--- src/mgc_gpio_regs.vh ---
// Purpose: Register offsets, field positions and reset values for the pin configuration block
// Assumes: 8-bit registers on a plain address/strobe port
// Notes:   Definitions only
`ifndef MGC_GPIO_REGS_VH
`define MGC_GPIO_REGS_VH

`define MGC_ADDR_W            8
`define MGC_OFS_PIN0_CFG      8'h1d
`define MGC_OFS_PIN12_CFG     8'h1e
`define MGC_OFS_PIN3_CFG      8'h1f
`define MGC_OFS_PIN56_CFG     8'h20

`define MGC_BIT_EN            0
`define MGC_BIT_DIR           1
`define MGC_BIT_REMOTE        2
`define MGC_BIT_OUTVAL        3
`define MGC_UPPER_OFS         4

`define MGC_RST_CFG           8'h00
`define MGC_RST_NIBBLE        4'h0
`define MGC_RST_PIN6          3'h0
`define MGC_RST_BIT           1'h0
`define MGC_REVISION          4'h5

`define MGC_MODE_FUNC         2'b00
`define MGC_MODE_GP_OUT       2'b01
`define MGC_MODE_TRISTATE     2'b10
`define MGC_MODE_GP_IN        2'b11

`endif

--- src/mgc_gpio_config.v ---
// Purpose: Configuration and pad control for pins 0 to 3 and pin 6 output value
// Assumes: Remote pin values and pin inputs arrive asynchronously
// Notes:   Second-port select steers all pad controls to the second pin set
//
// Added by the designer: the strobed register port.
`timescale 1ns/1ns
`include "mgc_gpio_regs.vh"

// What this block does
// - Second-port select routes each pin configuration to the second pin set.
// - Direction,enable decode: 00 functional, 10 tri-state, 01 gp out, 11 gp in.
// - Local output value drives pin only in gp output mode, remote off.
// - Remote control set makes pin an output driven by remote value.
// - Remote control clear ignores remote values; local settings govern.
// - Enable lives in bit 0, bit 4 for upper pin, resets zero.
// - Direction bits 1/5, remote bits 2/6, output value bits 3/7.
module mgc_gpio_config
(
  input  wire        core_clk,
  input  wire        rst_n,
  input  wire [7:0]  reg_addr,
  input  wire [7:0]  reg_wdata,
  input  wire        reg_wr,
  input  wire        reg_rd,
  output reg  [7:0]  reg_rdata,
  input  wire        second_port_select,
  input  wire [3:0]  remote_pin_value,
  input  wire [3:0]  func_out_value,
  input  wire [3:0]  pin_in,
  input  wire [3:0]  second_set_pin_in,
  output wire [3:0]  pin_out,
  output wire [3:0]  pin_oe,
  output wire [3:0]  second_set_pin_out,
  output wire [3:0]  second_set_pin_oe,
  output wire [3:0]  pin_in_value,
  output reg         pin_six_output_value
);

////////////////////////////////////////////////////////////////////////////////
// Registers

reg  [3:0] pin0_cfg_q;
reg  [3:0] pin0_cfg_d;
reg  [7:0] pin12_cfg_q;
reg  [7:0] pin12_cfg_d;
reg  [3:0] pin3_cfg_q;
reg  [3:0] pin3_cfg_d;
reg  [3:0] pin3_rsvd_q;
reg  [3:0] pin3_rsvd_d;
reg  [3:0] pin5_cfg_q;
reg  [3:0] pin5_cfg_d;
reg  [2:0] pin6_cfg_q;
reg  [2:0] pin6_cfg_d;
reg        pin6_out_d;
reg  [7:0] rdata_d;
wire       wr_pin0;
wire       wr_pin12;
wire       wr_pin3;
wire       wr_pin56;
wire [3:0] nib [0:3];

// Address decode
assign wr_pin0  = reg_wr & (reg_addr == `MGC_OFS_PIN0_CFG);
assign wr_pin12 = reg_wr & (reg_addr == `MGC_OFS_PIN12_CFG);
assign wr_pin3  = reg_wr & (reg_addr == `MGC_OFS_PIN3_CFG);
assign wr_pin56 = reg_wr & (reg_addr == `MGC_OFS_PIN56_CFG);

// Pin nibbles, the upper pin of the shared register in bits 7:4
assign nib[0] = pin0_cfg_q;
assign nib[1] = pin12_cfg_q[3:0];
assign nib[2] = pin12_cfg_q[7:4];
assign nib[3] = pin3_cfg_q;

////////////////////////////////////////////////////////////////////////////////
// Write decode

always @*
begin
  pin0_cfg_d  = pin0_cfg_q;
  pin12_cfg_d = pin12_cfg_q;
  pin3_cfg_d  = pin3_cfg_q;
  pin3_rsvd_d = pin3_rsvd_q;
  pin5_cfg_d  = pin5_cfg_q;
  pin6_cfg_d  = pin6_cfg_q;
  pin6_out_d  = pin_six_output_value;
  if (wr_pin0)
  begin
    pin0_cfg_d = reg_wdata[3:0];
  end
  if (wr_pin12)
  begin
    pin12_cfg_d = reg_wdata;
  end
  // Reserved nibble kept as plain storage
  if (wr_pin3)
  begin
    pin3_cfg_d  = reg_wdata[3:0];
    pin3_rsvd_d = reg_wdata[7:4];
  end
  // Pins 5 and 6 have no pad logic; only the pin 6 output value leaves, as pin_six_output_value
  if (wr_pin56)
  begin
    pin5_cfg_d = reg_wdata[3:0];
    pin6_cfg_d = reg_wdata[6:4];
    pin6_out_d = reg_wdata[7];
  end
end

////////////////////////////////////////////////////////////////////////////////
// Register state

always @(posedge core_clk)
begin
  if (!rst_n)
  begin
    pin0_cfg_q           <= `MGC_RST_NIBBLE;
    pin12_cfg_q          <= `MGC_RST_CFG;
    pin3_cfg_q           <= `MGC_RST_NIBBLE;
    pin3_rsvd_q          <= `MGC_RST_NIBBLE;
    pin5_cfg_q           <= `MGC_RST_NIBBLE;
    pin6_cfg_q           <= `MGC_RST_PIN6;
    pin_six_output_value <= `MGC_RST_BIT;
  end
  else
  begin
    pin0_cfg_q           <= pin0_cfg_d;
    pin12_cfg_q          <= pin12_cfg_d;
    pin3_cfg_q           <= pin3_cfg_d;
    pin3_rsvd_q          <= pin3_rsvd_d;
    pin5_cfg_q           <= pin5_cfg_d;
    pin6_cfg_q           <= pin6_cfg_d;
    pin_six_output_value <= pin6_out_d;
  end
end

////////////////////////////////////////////////////////////////////////////////
// Read path

always @*
begin
  rdata_d = `MGC_RST_CFG;
  if (reg_rd)
  begin
    case (reg_addr)
      `MGC_OFS_PIN0_CFG:  rdata_d = {`MGC_REVISION, pin0_cfg_q};
      `MGC_OFS_PIN12_CFG: rdata_d = pin12_cfg_q;
      `MGC_OFS_PIN3_CFG:  rdata_d = {pin3_rsvd_q, pin3_cfg_q};
      `MGC_OFS_PIN56_CFG: rdata_d = {pin_six_output_value, pin6_cfg_q, pin5_cfg_q};
      default:            rdata_d = `MGC_RST_CFG;
    endcase
  end
end

// Read data stands only in the cycle after the strobe, zero otherwise
always @(posedge core_clk)
begin
  if (!rst_n)
  begin
    reg_rdata <= `MGC_RST_CFG;
  end
  else
  begin
    reg_rdata <= rdata_d;
  end
end

////////////////////////////////////////////////////////////////////////////////
// Input synchronisers
// Every asynchronous input crosses two flops; only the second stage is read

reg  [3:0] rem_s1_q;
reg  [3:0] rem_s2_q;
reg        sel_s1_q;
reg        sel_s2_q;
reg  [3:0] pin_s1_q;
reg  [3:0] pin_s2_q;
reg  [3:0] dpin_s1_q;
reg  [3:0] dpin_s2_q;
wire       port_sel;

// Link side: mirrored values and the port select
always @(posedge core_clk)
begin
  if (!rst_n)
  begin
    rem_s1_q <= `MGC_RST_NIBBLE;
    rem_s2_q <= `MGC_RST_NIBBLE;
    sel_s1_q <= `MGC_RST_BIT;
    sel_s2_q <= `MGC_RST_BIT;
  end
  else
  begin
    rem_s1_q <= remote_pin_value;
    rem_s2_q <= rem_s1_q;
    sel_s1_q <= second_port_select;
    sel_s2_q <= sel_s1_q;
  end
end

// Pad side: inputs of both pin sets
always @(posedge core_clk)
begin
  if (!rst_n)
  begin
    pin_s1_q  <= `MGC_RST_NIBBLE;
    pin_s2_q  <= `MGC_RST_NIBBLE;
    dpin_s1_q <= `MGC_RST_NIBBLE;
    dpin_s2_q <= `MGC_RST_NIBBLE;
  end
  else
  begin
    pin_s1_q  <= pin_in;
    pin_s2_q  <= pin_s1_q;
    dpin_s1_q <= second_set_pin_in;
    dpin_s2_q <= dpin_s1_q;
  end
end

assign port_sel = sel_s2_q;

////////////////////////////////////////////////////////////////////////////////
// Per-pin pad control

// Functional mode passes func_out_value straight through, so pads follow it at once

genvar i;
generate
  for (i = 0; i < 4; i = i + 1)
  begin : g_pin
    wire       en_bit;
    wire       dir_bit;
    wire       remote;
    wire       out_bit;
    wire [1:0] mode;
    reg        drv;
    reg        val;
    reg        pri_out;
    reg        pri_oe;
    reg        sec_out;
    reg        sec_oe;
    reg        in_sel;

    assign en_bit  = nib[i][`MGC_BIT_EN];
    assign dir_bit = nib[i][`MGC_BIT_DIR];
    assign remote  = nib[i][`MGC_BIT_REMOTE];
    assign out_bit = nib[i][`MGC_BIT_OUTVAL];
    assign mode    = {dir_bit, en_bit};

    always @*
    begin
      drv = 1'b0;
      val = 1'b0;
      if (remote)
      begin
        drv = 1'b1;
        val = rem_s2_q[i];
      end
      else
      begin
        case (mode)
          `MGC_MODE_FUNC:
          begin
            drv = 1'b1;
            val = func_out_value[i];
          end
          `MGC_MODE_GP_OUT:
          begin
            drv = 1'b1;
            val = out_bit;
          end
          `MGC_MODE_TRISTATE: drv = 1'b0;
          `MGC_MODE_GP_IN:    drv = 1'b0;
          default:            drv = 1'b0;
        endcase
      end
    end

    // second pin set steering
    // The unselected set is parked low and undriven
    always @*
    begin
      pri_out = 1'h0;
      pri_oe  = 1'h0;
      sec_out = 1'h0;
      sec_oe  = 1'h0;
      in_sel  = pin_s2_q[i];
      if (port_sel)
      begin
        sec_out = val;
        sec_oe  = drv;
        in_sel  = dpin_s2_q[i];
      end
      else
      begin
        pri_out = val;
        pri_oe  = drv;
      end
    end

    assign pin_out[i]            = pri_out;
    assign pin_oe[i]             = pri_oe;
    assign second_set_pin_out[i] = sec_out;
    assign second_set_pin_oe[i]  = sec_oe;
    assign pin_in_value[i]       = in_sel;
  end
endgenerate

endmodule

--- config.mk ---
export PLATFORM = sky130hd
export DESIGN_NAME = mgc_gpio_config
export DESIGN_NICKNAME = d
export VERILOG_FILES = /design/src/mgc_gpio_config.v
export VERILOG_INCLUDE_DIRS = /design/src
export SDC_FILE = /design/constraint.sdc
export NUM_CORES = 1
export LEC_CHECK = 0
export BUFFER_PORTS_ARGS = -buffer_cell sky130_fd_sc_hd__buf_2
export CORE_MARGIN = 3
export CORE_UTILIZATION = 40
export DETAILED_ROUTE_END_ITERATION = 10
export SLEW_MARGIN = 10
export SYNTH_ARGS = -nofsm -noshare
export SYNTH_HDL_FRONTEND = slang
export SYNTH_SLANG_ARGS = --single-unit
--- constraint.sdc ---
create_clock -name core_clk -period 1.3 [get_ports core_clk]
set_input_delay 0.065 -clock core_clk [delete_from_list [all_inputs] [get_ports core_clk]]
set_output_delay 0.065 -clock core_clk [all_outputs]
set_load 0.005 [all_outputs]
==> metrics.csv, run 1 <==
metric,value,unit
Max-Cap Viols,0,
Die Y,87.3,um
share of layout cells above drive strength 1,0.352,
mapped cell area,2640,um^2
Initial DRC Count,113,
smallest setup slack after layout,-0.0799,ns
total number of vias,2176,
PD cells,1170,nW/um^2
Seq cells post-synth,62,
Int Pwr,0.00320,W
Sw Share,0.216,
die area,7620,um^2
# rows,28,
CP Max Fanout,2,
synthesized area per cell,9.24,um^2
clock buffer depth,2,
Syn Nets,323,
hold violation total from the final report,0,
peak supply drop,0.848,mV
vias per cell,4.90,
Min-Delay Path Class,input port to flip-flop,
first-pass GRT wire length,10.0,mm
crit path launch type,flip-flop,
Worst EP arrival,1.31,ns
leakage power,1.48,nW
remaining antenna violation count after routing,0,
worst rel slew slack,0.724,
Reg2Reg Setup Slack,0.18,ns
average wire per standard cell,13.8,um
largest net degree at the start of global routing,18,
gpl congestion,0.791,
sequential area share after synthesis,0.470,
most frequent cells in the layout,"buf_2, dfxtp_1, nand2_1, and2_1, nand3_1",
final net count,401,
Cell variety after synth,31,
die span in x,87.3,um
Antenna diodes,0,
number of global-route vias before repair,2103,
Net Sw Power,0.000881,W
IO buf count,65,
clock buffer count from CTS,9,
Syn-to-layout area delta,32.0,%
outcome,"finished, violations left",
final wirelength,6.13,mm
RSZ-0062 raised after global routing,yes,
Worst-Margin Slew,0.412,ns
dpl ws,0.0479,ns
Sink Count,62,
Top Ports,66,
Max Slew Vio Count,0,
Cells after Synth,286,
TNS Setup,-0.497,ns
First-pass DRT Iterations,5,
CTS tree,yes,
initial antenna violation count,0,
GRT Total Usage,0.170,
clock slew at reported path FFs,0.07,ns
Max Freq,725,MHz
minimum clock period,1.38,ns
DPL Wire Length,4.26,mm
latest clock arrival within the worst-skew pair,0.32,ns
Syn. warnings,0,
Core Footprint,6170,um^2
Fillers,557,
clk root buf,clkbuf_8,
Tcrit/Tclk final,1.06,
final setup violation count,11,
failing checks,setup timing,
CP required,1.24,ns
Setup Crit Path Kind,flip-flop to output port,
clock skew,0.00356,ns
Logic pwr share,0.081,
Clk pwr share,0.443,
Max H-tree Level,3,
CP Capture Type,output port,
power share of the sequential group,0.477,
grt total ovfl,0,
DRC Markers,0,
"commonest non-fill, non-tap cell in the layout",buf_2,
Initial Util,0.429,
per-stage QoR:
step,hold slack (ns),total power (W),area (um^2),std cells,util
2_1_floorplan,0.192,0.00215,2640,286,-
3_3_place_gp,0.271,0.00225,2950,405,0.478
3_5_place_dp,0.274,0.00225,2950,405,0.478
4_1_cts,0.00680,0.00412,3460,444,0.561
5_1_grt,0.00691,0.00426,3490,444,0.566
6_report,0.0160,0.00408,3490,444,0.566
repair_timing:
item / 4_1_cts / 5_1_grt
setup buffers: 7 / 0
hold buffers: 15 / 0
setup endpoints to repair: 13 / 18
resized for setup: 17 / 8
gates cloned: 1 / 0
endpoints found under the hold margin: 15 / 0
cells in the mapped netlist:
| master | number | area, um^2 |
|---|---|---|
| nor2_2 | 1 | 6.26 |
| a21boi_1 | 10 | 75.1 |
| buf_6 | 2 | 22.5 |
| nand3_1 | 26 | 130 |
| buf_12 | 1 | 20.0 |
| a21boi_0 | 10 | 75.1 |
| nand2_1 | 27 | 101 |
| dfxtp_1 | 62 | 1240 |
| mux2i_1 | 8 | 80.1 |
| buf_8 | 1 | 15.0 |
| and3_1 | 3 | 18.8 |
| a22oi_1 | 6 | 45.0 |
| mux2_2 | 7 | 78.8 |
| clkbuf_1 | 10 | 37.5 |
| inv_1 | 5 | 18.8 |
| nor2_1 | 7 | 26.3 |
| o21ai_0 | 10 | 50.1 |
| nor3_1 | 4 | 20.0 |
| a222oi_1 | 2 | 20.0 |
| nand4_1 | 3 | 18.8 |
| and4b_4 | 1 | 13.8 |
| a21oi_1 | 14 | 70.1 |
| and2_1 | 27 | 169 |
| nor2b_1 | 10 | 62.6 |
| o21ai_1 | 1 | 5.00 |
| o211ai_2 | 1 | 12.5 |
| nor4b_2 | 1 | 15.0 |
| nand4_2 | 1 | 12.5 |
| and3b_1 | 1 | 8.76 |
| buf_2 | 3 | 15.0 |
| buf_4 | 21 | 158 |
critical path: stages (launching register included):
cell,delay [ns]
dfxtp_2,0.34
mux2i_1,0.22
nor3_1,0.06
a21oi_1,0.18
nor2b_1,0.06
buf_2,0.12
path summary, 6_finish.rpt:
| check | startpoint | to | cells after the start |
|---|---|---|---|
| setup / recovery | pin3_cfg_q[0] | second_set_pin_out[3] | 5 |
| hold / removal | reg_wdata[6] | pin12_cfg_q[6] | 3 |
| setup reg to reg | pin0_cfg_q[1] | reg_rdata[1] | 3 |
| hold reg to reg | pin_s1_q[1] | pin_s2_q[1] | 1 |
flip-flops by register name, summed over array words and instances, names as in the netlist:
name                  flops
dpin_s1_q                 4
dpin_s2_q                 4
pin0_cfg_q                4
pin12_cfg_q               8
pin3_cfg_q                4
pin3_rsvd_q               4
pin5_cfg_q                4
pin6_cfg_q                3
pin_s1_q                  4
pin_s2_q                  4
pin_six_output_value      1
port_sel                  1
reg_rdata                 8
rem_s1_q                  4
rem_s2_q                  4
sel_s1_q                  1
cell type report:
| type | instances | area [um^2] | area share |
|---|---|---|---|
| flip-flops and latches | 62 | 1250 | 0.359 |
| multi-input cells | 181 | 1150 | 0.331 |
| repair buffers | 105 | 754 | 0.216 |
| clock buffers | 10 | 128 | 0.0366 |
| well taps | 75 | 93.8 | 0.0269 |
| clock inverters | 6 | 86.3 | 0.0248 |
| inverters | 5 | 18.8 | 0.00538 |
power groups by stage:
stage                     clock network [W]  logic, W  registers, W
after floorplan                           0  0.000162       0.00199
after global placement                    0  0.000256       0.00199
after detailed placement                  0  0.000261       0.00199
after CTS                           0.00185  0.000329       0.00195
after global routing                0.00195  0.000364       0.00195
final                               0.00181  0.000329       0.00195
per-layer routing:
| layer | track usage | up-vias | part of all wire |
|---|---|---|---|
| met5 | 0 | - | 0 |
| met4 | 0.0669 | 0 | 0.0098 |
| met3 | 0.0416 | 6 | 0.051 |
| met2 | 0.269 | 54 | 0.48 |
| met1 | 0.222 | 1000 | 0.46 |
| li1 | - | 1116 | - |
kinds of logic (layout without fill, tap and decap cells):
logic type             Yosys count  in the layout  synth area share
buffers and inverters           43            126             0.108
muxes                           15             15            0.0601
and+or+nand+nor                112            112             0.228
AOI/OAI and AO/OA               54             54             0.134
DFF                             62             62             0.470
(Power assumes the default switching activity.)
==> run 2, diff against run 1 <==
SKIP_CTS_REPAIR_TIMING = 1   (was not set)
==> run 2 against run 1 <==
The flow still finishes with violations (setup timing). Total power decreased by 0.65%. Die area unchanged. Clock power about the same. Global-route usage decreased by 1.0 points. Core utilization decreased by 1.2 points. Non-clock buffer count decreased by 5. First-iteration DRC count decreased by 35%. Hold slack got worse by 0.0080 ns. Via count decreased by 0.18%. Sequential power about the same. Critical path depth unchanged.
==> metrics.csv, run 2 (same netlist as run 1, synthesis figures left out) <==
metric,value,unit,change
smallest setup slack after layout,-0.0934,ns,was -0.0799 ns
crit path launch type,flip-flop,,unchanged
latest clock arrival within the worst-skew pair,0.32,ns,about the same
clock buffer count from CTS,9,,unchanged
Post-DP Area,2950,um^2,unchanged
First-pass DRT Iterations,4,,was 5
r2r worst-path depth,3,,unchanged
total number of vias,2172,,was 2176
Initial DRC Count,73,,was 113
die span in x,87.3,um,unchanged
Max H-tree Level,3,,unchanged
top sig layer,met4,,unchanged
# rows,28,,unchanged
CP Max Fanout,3,,was 2
clk root buf,clkbuf_8,,unchanged
clock slew at reported path FFs,0.07,ns,about the same
dpl ws,0.0479,ns,unchanged
leakage power,1.45,nW,was 1.48 nW
DPL Wire Length,4.26,mm,unchanged
CTS tree,yes,,unchanged
final wirelength,6.01,mm,was 6.13 mm
GRT Total Usage,0.160,,was 0.170
CP required,1.24,ns,about the same
Max Slew Vio Count,0,,unchanged
largest net degree at the start of global routing,18,,unchanged
failing checks,setup timing,,unchanged
clock skew,0.00321,ns,was 0.00356 ns
vias per cell,4.95,,was 4.90
most frequent cells in the layout,"buf_2, dfxtp_1, nand2_1, and2_1, nand3_1",,unchanged
initial antenna violation count,0,,unchanged
post-route cell area,3420,um^2,was 3490 um^2
peak supply drop,0.730,mV,was 0.848 mV
first-pass GRT wire length,9.43,mm,was 10.0 mm
PD cells,1190,nW/um^2,was 1170 nW/um^2
gpl congestion,0.791,,unchanged
final net count,396,,was 401
average wire per standard cell,13.7,um,was 13.8 um
outcome,"finished, violations left",,unchanged
worst rel slew slack,0.718,,was 0.724
Largest regs,"pin12_cfg_q: 8 flops, reg_rdata: 8 flops",,unchanged
Max-Cap Viols,0,,unchanged
Sink Count,62,,unchanged
hold path cells,3,,unchanged
RSZ-0062 raised after global routing,yes,,unchanged
Worst-Margin Slew,0.422,ns,was 0.412 ns
Initial Util,0.429,,unchanged
Reg2Reg Setup Slack,0.17,ns,was 0.18 ns
metal2 WL,2.89,mm,was 2.97 mm
Setup Crit Path Kind,flip-flop to output port,,unchanged
worst r2r src,pin0_cfg_q[1],,unchanged
CP Capture Type,output port,,unchanged
die area,7620,um^2,unchanged
DRC Markers,0,,unchanged
worst r2r dst,reg_rdata[1],,unchanged
Min-Delay Path Class,input port to flip-flop,,unchanged
Worst Hold Path EP,pin3_rsvd_q[3],,was pin12_cfg_q[6]
Die Y,87.3,um,unchanged
Worst EP arrival,1.33,ns,was 1.31 ns
final setup violation count,11,,unchanged
Tcrit/Tclk final,1.07,,was 1.06
clock buffer depth,2,,unchanged
minimum clock period,1.39,ns,was 1.38 ns
share of layout cells above drive strength 1,0.349,,was 0.352
Syn-to-layout area delta,29.3,%,was 32.0%
Top Ports,66,,unchanged
IO buf count,65,,unchanged
Antenna diodes,0,,unchanged
"commonest non-fill, non-tap cell in the layout",buf_2,,unchanged
hold violation total from the final report,0,,unchanged
Max Freq,718,MHz,was 725 MHz
Core Footprint,6170,um^2,unchanged
met1 wire length,2.78,mm,was 2.79 mm
Hold Startpoint,reg_wdata[7],,was reg_wdata[6]
number of global-route vias before repair,1983,,was 2103
met3 wire len,288,um,was 311 um
grt total ovfl,0,,unchanged
remaining antenna violation count after routing,0,,unchanged
==> run 2: layer usage <==
layer	vias up	global-route usage
li1	1104	-
met1	1009	0.207
met2	54	0.251
met3	5	0.0426
met4	0	0.0669
met5	-	0
==> run 2: cell type report <==
class | instances | area (um^2)
Timing Repair Buffer | 100 | 686
Clock buffer | 10 | 128
Inverter | 5 | 18.8
Sequential cell | 62 | 1250
Multi-Input combinational cell | 181 | 1150
Fill cell | 576 | 2750
Tap cell | 75 | 93.8
Clock inverter | 6 | 86.3
==> run 2: worst max-delay path by stage <==
stage	slack, ns	depth (start not counted)	endpoint	startpoint
CTS	-0.18	5	second_set_pin_out[3]	pin3_cfg_q[0]
detailed placement	0.05	5	pin0_cfg_q[0]	reg_addr[5]
global placement	0.05	5	pin0_cfg_q[2]	reg_addr[5]
floorplan	0.20	3	pin_in_value[0]	port_sel
finish	-0.09	5	second_set_pin_out[3]	pin3_cfg_q[0]
global route	-0.23	5	second_set_pin_out[3]	pin3_cfg_q[0]
==> run 2: stage by stage <==
step | TNS [ns] | utilization | cells | total power (W) | hold WS [ns]
CTS | -1.82 | 0.513 | 421 | 0.00406 | -0.0759
detailed placement | 0 | 0.478 | 405 | 0.00225 | 0.274
finish | -0.480 | 0.554 | 439 | 0.00406 | 0.00807
global route | -1.59 | 0.554 | 439 | 0.00425 | 0.00691
floorplan | 0 | - | 286 | 0.00215 | 0.192
global placement | 0 | 0.478 | 405 | 0.00225 | 0.271
==> run 2: critical path: stages, from the launching register on <==
cell	delay, ns
dfxtp_2	0.35
mux2i_1	0.22
nor3_1	0.06
a21oi_1	0.18
nor2b_1	0.06
buf_2	0.12
==> run 2: power breakdown <==
part	total (W)	leakage, nW	switching, W	internal [W]
Combinational	0.000313	0.832	0.000137	0.000176
Clock	0.00180	0.106	0.000721	0.00108
Sequential	0.00195	0.509	0.0000110	0.00194
==> run 3, diff against run 2 <==
CTS_BUF_LIST = sky130_fd_sc_hd__clkbuf_16   (was not set)
SETUP_SLACK_MARGIN = 0.1   (was not set)
==> run 3 against run 2 <==
The flow still finishes with violations (setup timing). Die area unchanged. Sequential share of layout area fell by 0.99 points. Sequential cell count is the same. Clock skew shrank 0.0013 ns. Core utilization rose by 1.8 points. Combinational power up 1%. Clock-buffer cell count is 1 lower. Non-clock buffer count shrank 1. Total power grew 17%. Largest power group is now clock. Hold slack better by 0.0050 ns. Cell count down 0.23%. Sequential power about the same.
==> metrics.csv, run 3 (same netlist as run 1, synthesis figures left out) <==
metric,value,unit,change
outcome,"finished, violations left",,unchanged
failing checks,setup timing,,unchanged
Sink Count,62,,unchanged
clock buffer depth,2,,unchanged
gpl congestion,0.791,,unchanged
Largest regs,"pin12_cfg_q: 8 flops, reg_rdata: 8 flops",,unchanged
die span in x,87.3,um,unchanged
Worst EP arrival,1.33,ns,about the same
DPL Wire Length,4.26,mm,unchanged
final setup violation count,11,,unchanged
Initial DRC Count,101,,was 73
vias per cell,4.93,,was 4.95
Max-Cap Viols,0,,unchanged
"Cell Count, Final, Fillers Out",438,,was 439
Final Util,0.572,,was 0.554
First-pass DRT Iterations,4,,unchanged
die area,7620,um^2,unchanged
Core Footprint,6170,um^2,unchanged
RSZ-0062 raised after global routing,yes,,unchanged
GRT Total Usage,0.161,,was 0.160
most frequent cells in the layout,"buf_2, dfxtp_1, nand2_1, and2_1, nand3_1",,unchanged
total number of vias,2159,,was 2172
CP Capture Type,output port,,unchanged
Syn-to-layout area delta,33.5,%,was 29.3%
peak supply drop,0.765,mV,was 0.730 mV
CTS tree,yes,,unchanged
final wirelength,6.17,mm,was 6.01 mm
Min-Delay Path Class,input port to flip-flop,,unchanged
number of global-route vias before repair,1997,,was 1983
share of layout cells above drive strength 1,0.353,,was 0.349
clk root buf,clkbuf_16,,was clkbuf_8
TNS Setup,-0.443,ns,was -0.480 ns
worst rel slew slack,0.721,,was 0.718
Top Ports,66,,unchanged
Die Y,87.3,um,unchanged
placed cells,405,,unchanged
Initial Util,0.429,,unchanged
crit path launch type,flip-flop,,unchanged
Antenna diodes,0,,unchanged
grt total ovfl,0,,unchanged
CP Max Fanout,3,,unchanged
largest net degree at the start of global routing,18,,unchanged
first-pass GRT wire length,9.50,mm,was 9.43 mm
"commonest non-fill, non-tap cell in the layout",buf_2,,unchanged
leakage power,1.50,nW,was 1.45 nW
remaining antenna violation count after routing,0,,unchanged
initial antenna violation count,0,,unchanged
smallest setup slack after layout,-0.0958,ns,was -0.0934 ns
Max Freq,716,MHz,was 718 MHz
clock slew at reported path FFs,0.05,ns,was 0.07 ns
clock buffer count from CTS,9,,unchanged
CP required,1.24,ns,about the same
post-route cell area,3530,um^2,was 3420 um^2
IO buf count,65,,unchanged
average wire per standard cell,14.1,um,was 13.7 um
DRC Markers,0,,unchanged
hold violation total from the final report,0,,unchanged
Max Slew Vio Count,0,,unchanged
total power,0.00474,W,was 0.00406 W
Post-DP Area,2950,um^2,unchanged
PD cells,1340,nW/um^2,was 1190 nW/um^2
# rows,28,,unchanged
clock skew,0.00189,ns,was 0.00321 ns
Setup Crit Path Kind,flip-flop to output port,,unchanged
latest clock arrival within the worst-skew pair,0.32,ns,about the same
Max H-tree Level,3,,unchanged
minimum clock period,1.40,ns,was 1.39 ns
Tcrit/Tclk final,1.07,,about the same
Fillers,555,,was 576
Worst-Margin Slew,0.418,ns,was 0.422 ns
final net count,395,,was 396
run 3: cell types whose count changed in the layout (fill, tap and decap cells not counted), sizes merged:
cell    previous run  this run
buf               86        85
inv                5         6
clkbuf            11        10
run 3: path summary, 6_finish.rpt:
check | slack, ns | cells after the start | to | startpoint
max | -0.1 | 5 | second_set_pin_out[3] | pin3_cfg_q[0]
min | 0.01 | 3 | pin3_rsvd_q[3] | reg_wdata[7]
max reg2reg | 0.20 | 3 | reg_rdata[3] | pin3_cfg_q[3]
min reg2reg | 0.43 | 1 | pin_s2_q[1] | pin_s1_q[1]
run 3: layout make-up:
cell class | count | area (um^2) | share of cell area
sequential | 62 | 1260 | 0.357
multi-input combinational | 181 | 1160 | 0.328
timing repair buffer | 99 | 684 | 0.194
clock buffer | 9 | 225 | 0.0638
tap | 75 | 93.8 | 0.0266
clock inverter | 7 | 90.1 | 0.0255
inverter | 5 | 18.8 | 0.00532
run 3: worst max-delay path, cell delays in order (launching register included):
cell     delay, ns
dfxtp_2       0.35
mux2i_1       0.22
nor3_1        0.06
a21oi_1       0.18
nor2b_1       0.06
buf_2         0.12
run 3: routing by layer:
layer,track usage,vias up,part of all wire,routed length [um]
met4,0.0669,0,0.016,97
met2,0.259,44,0.49,3020
met1,0.206,1007,0.44,2740
met3,0.0369,9,0.050,309
li1,-,1099,-,-
met5,0,-,0,0
run 3: power by group:
group | switching (W) | internal (W) | total [W]
logic | 0.000138 | 0.000179 | 0.000317
clock network | 0.000816 | 0.00166 | 0.00248
registers | 0.0000114 | 0.00194 | 0.00195
total | 0.000964 | 0.00378 | 0.00474
run 3: stage by stage:
step                      hold WS (ns)  setup slack [ns]
after floorplan                  0.192             0.198
after global placement           0.271            0.0515
after detailed placement         0.274            0.0479
after CTS                      -0.0601            -0.185
after global routing            0.0343            -0.204
final                           0.0131           -0.0958
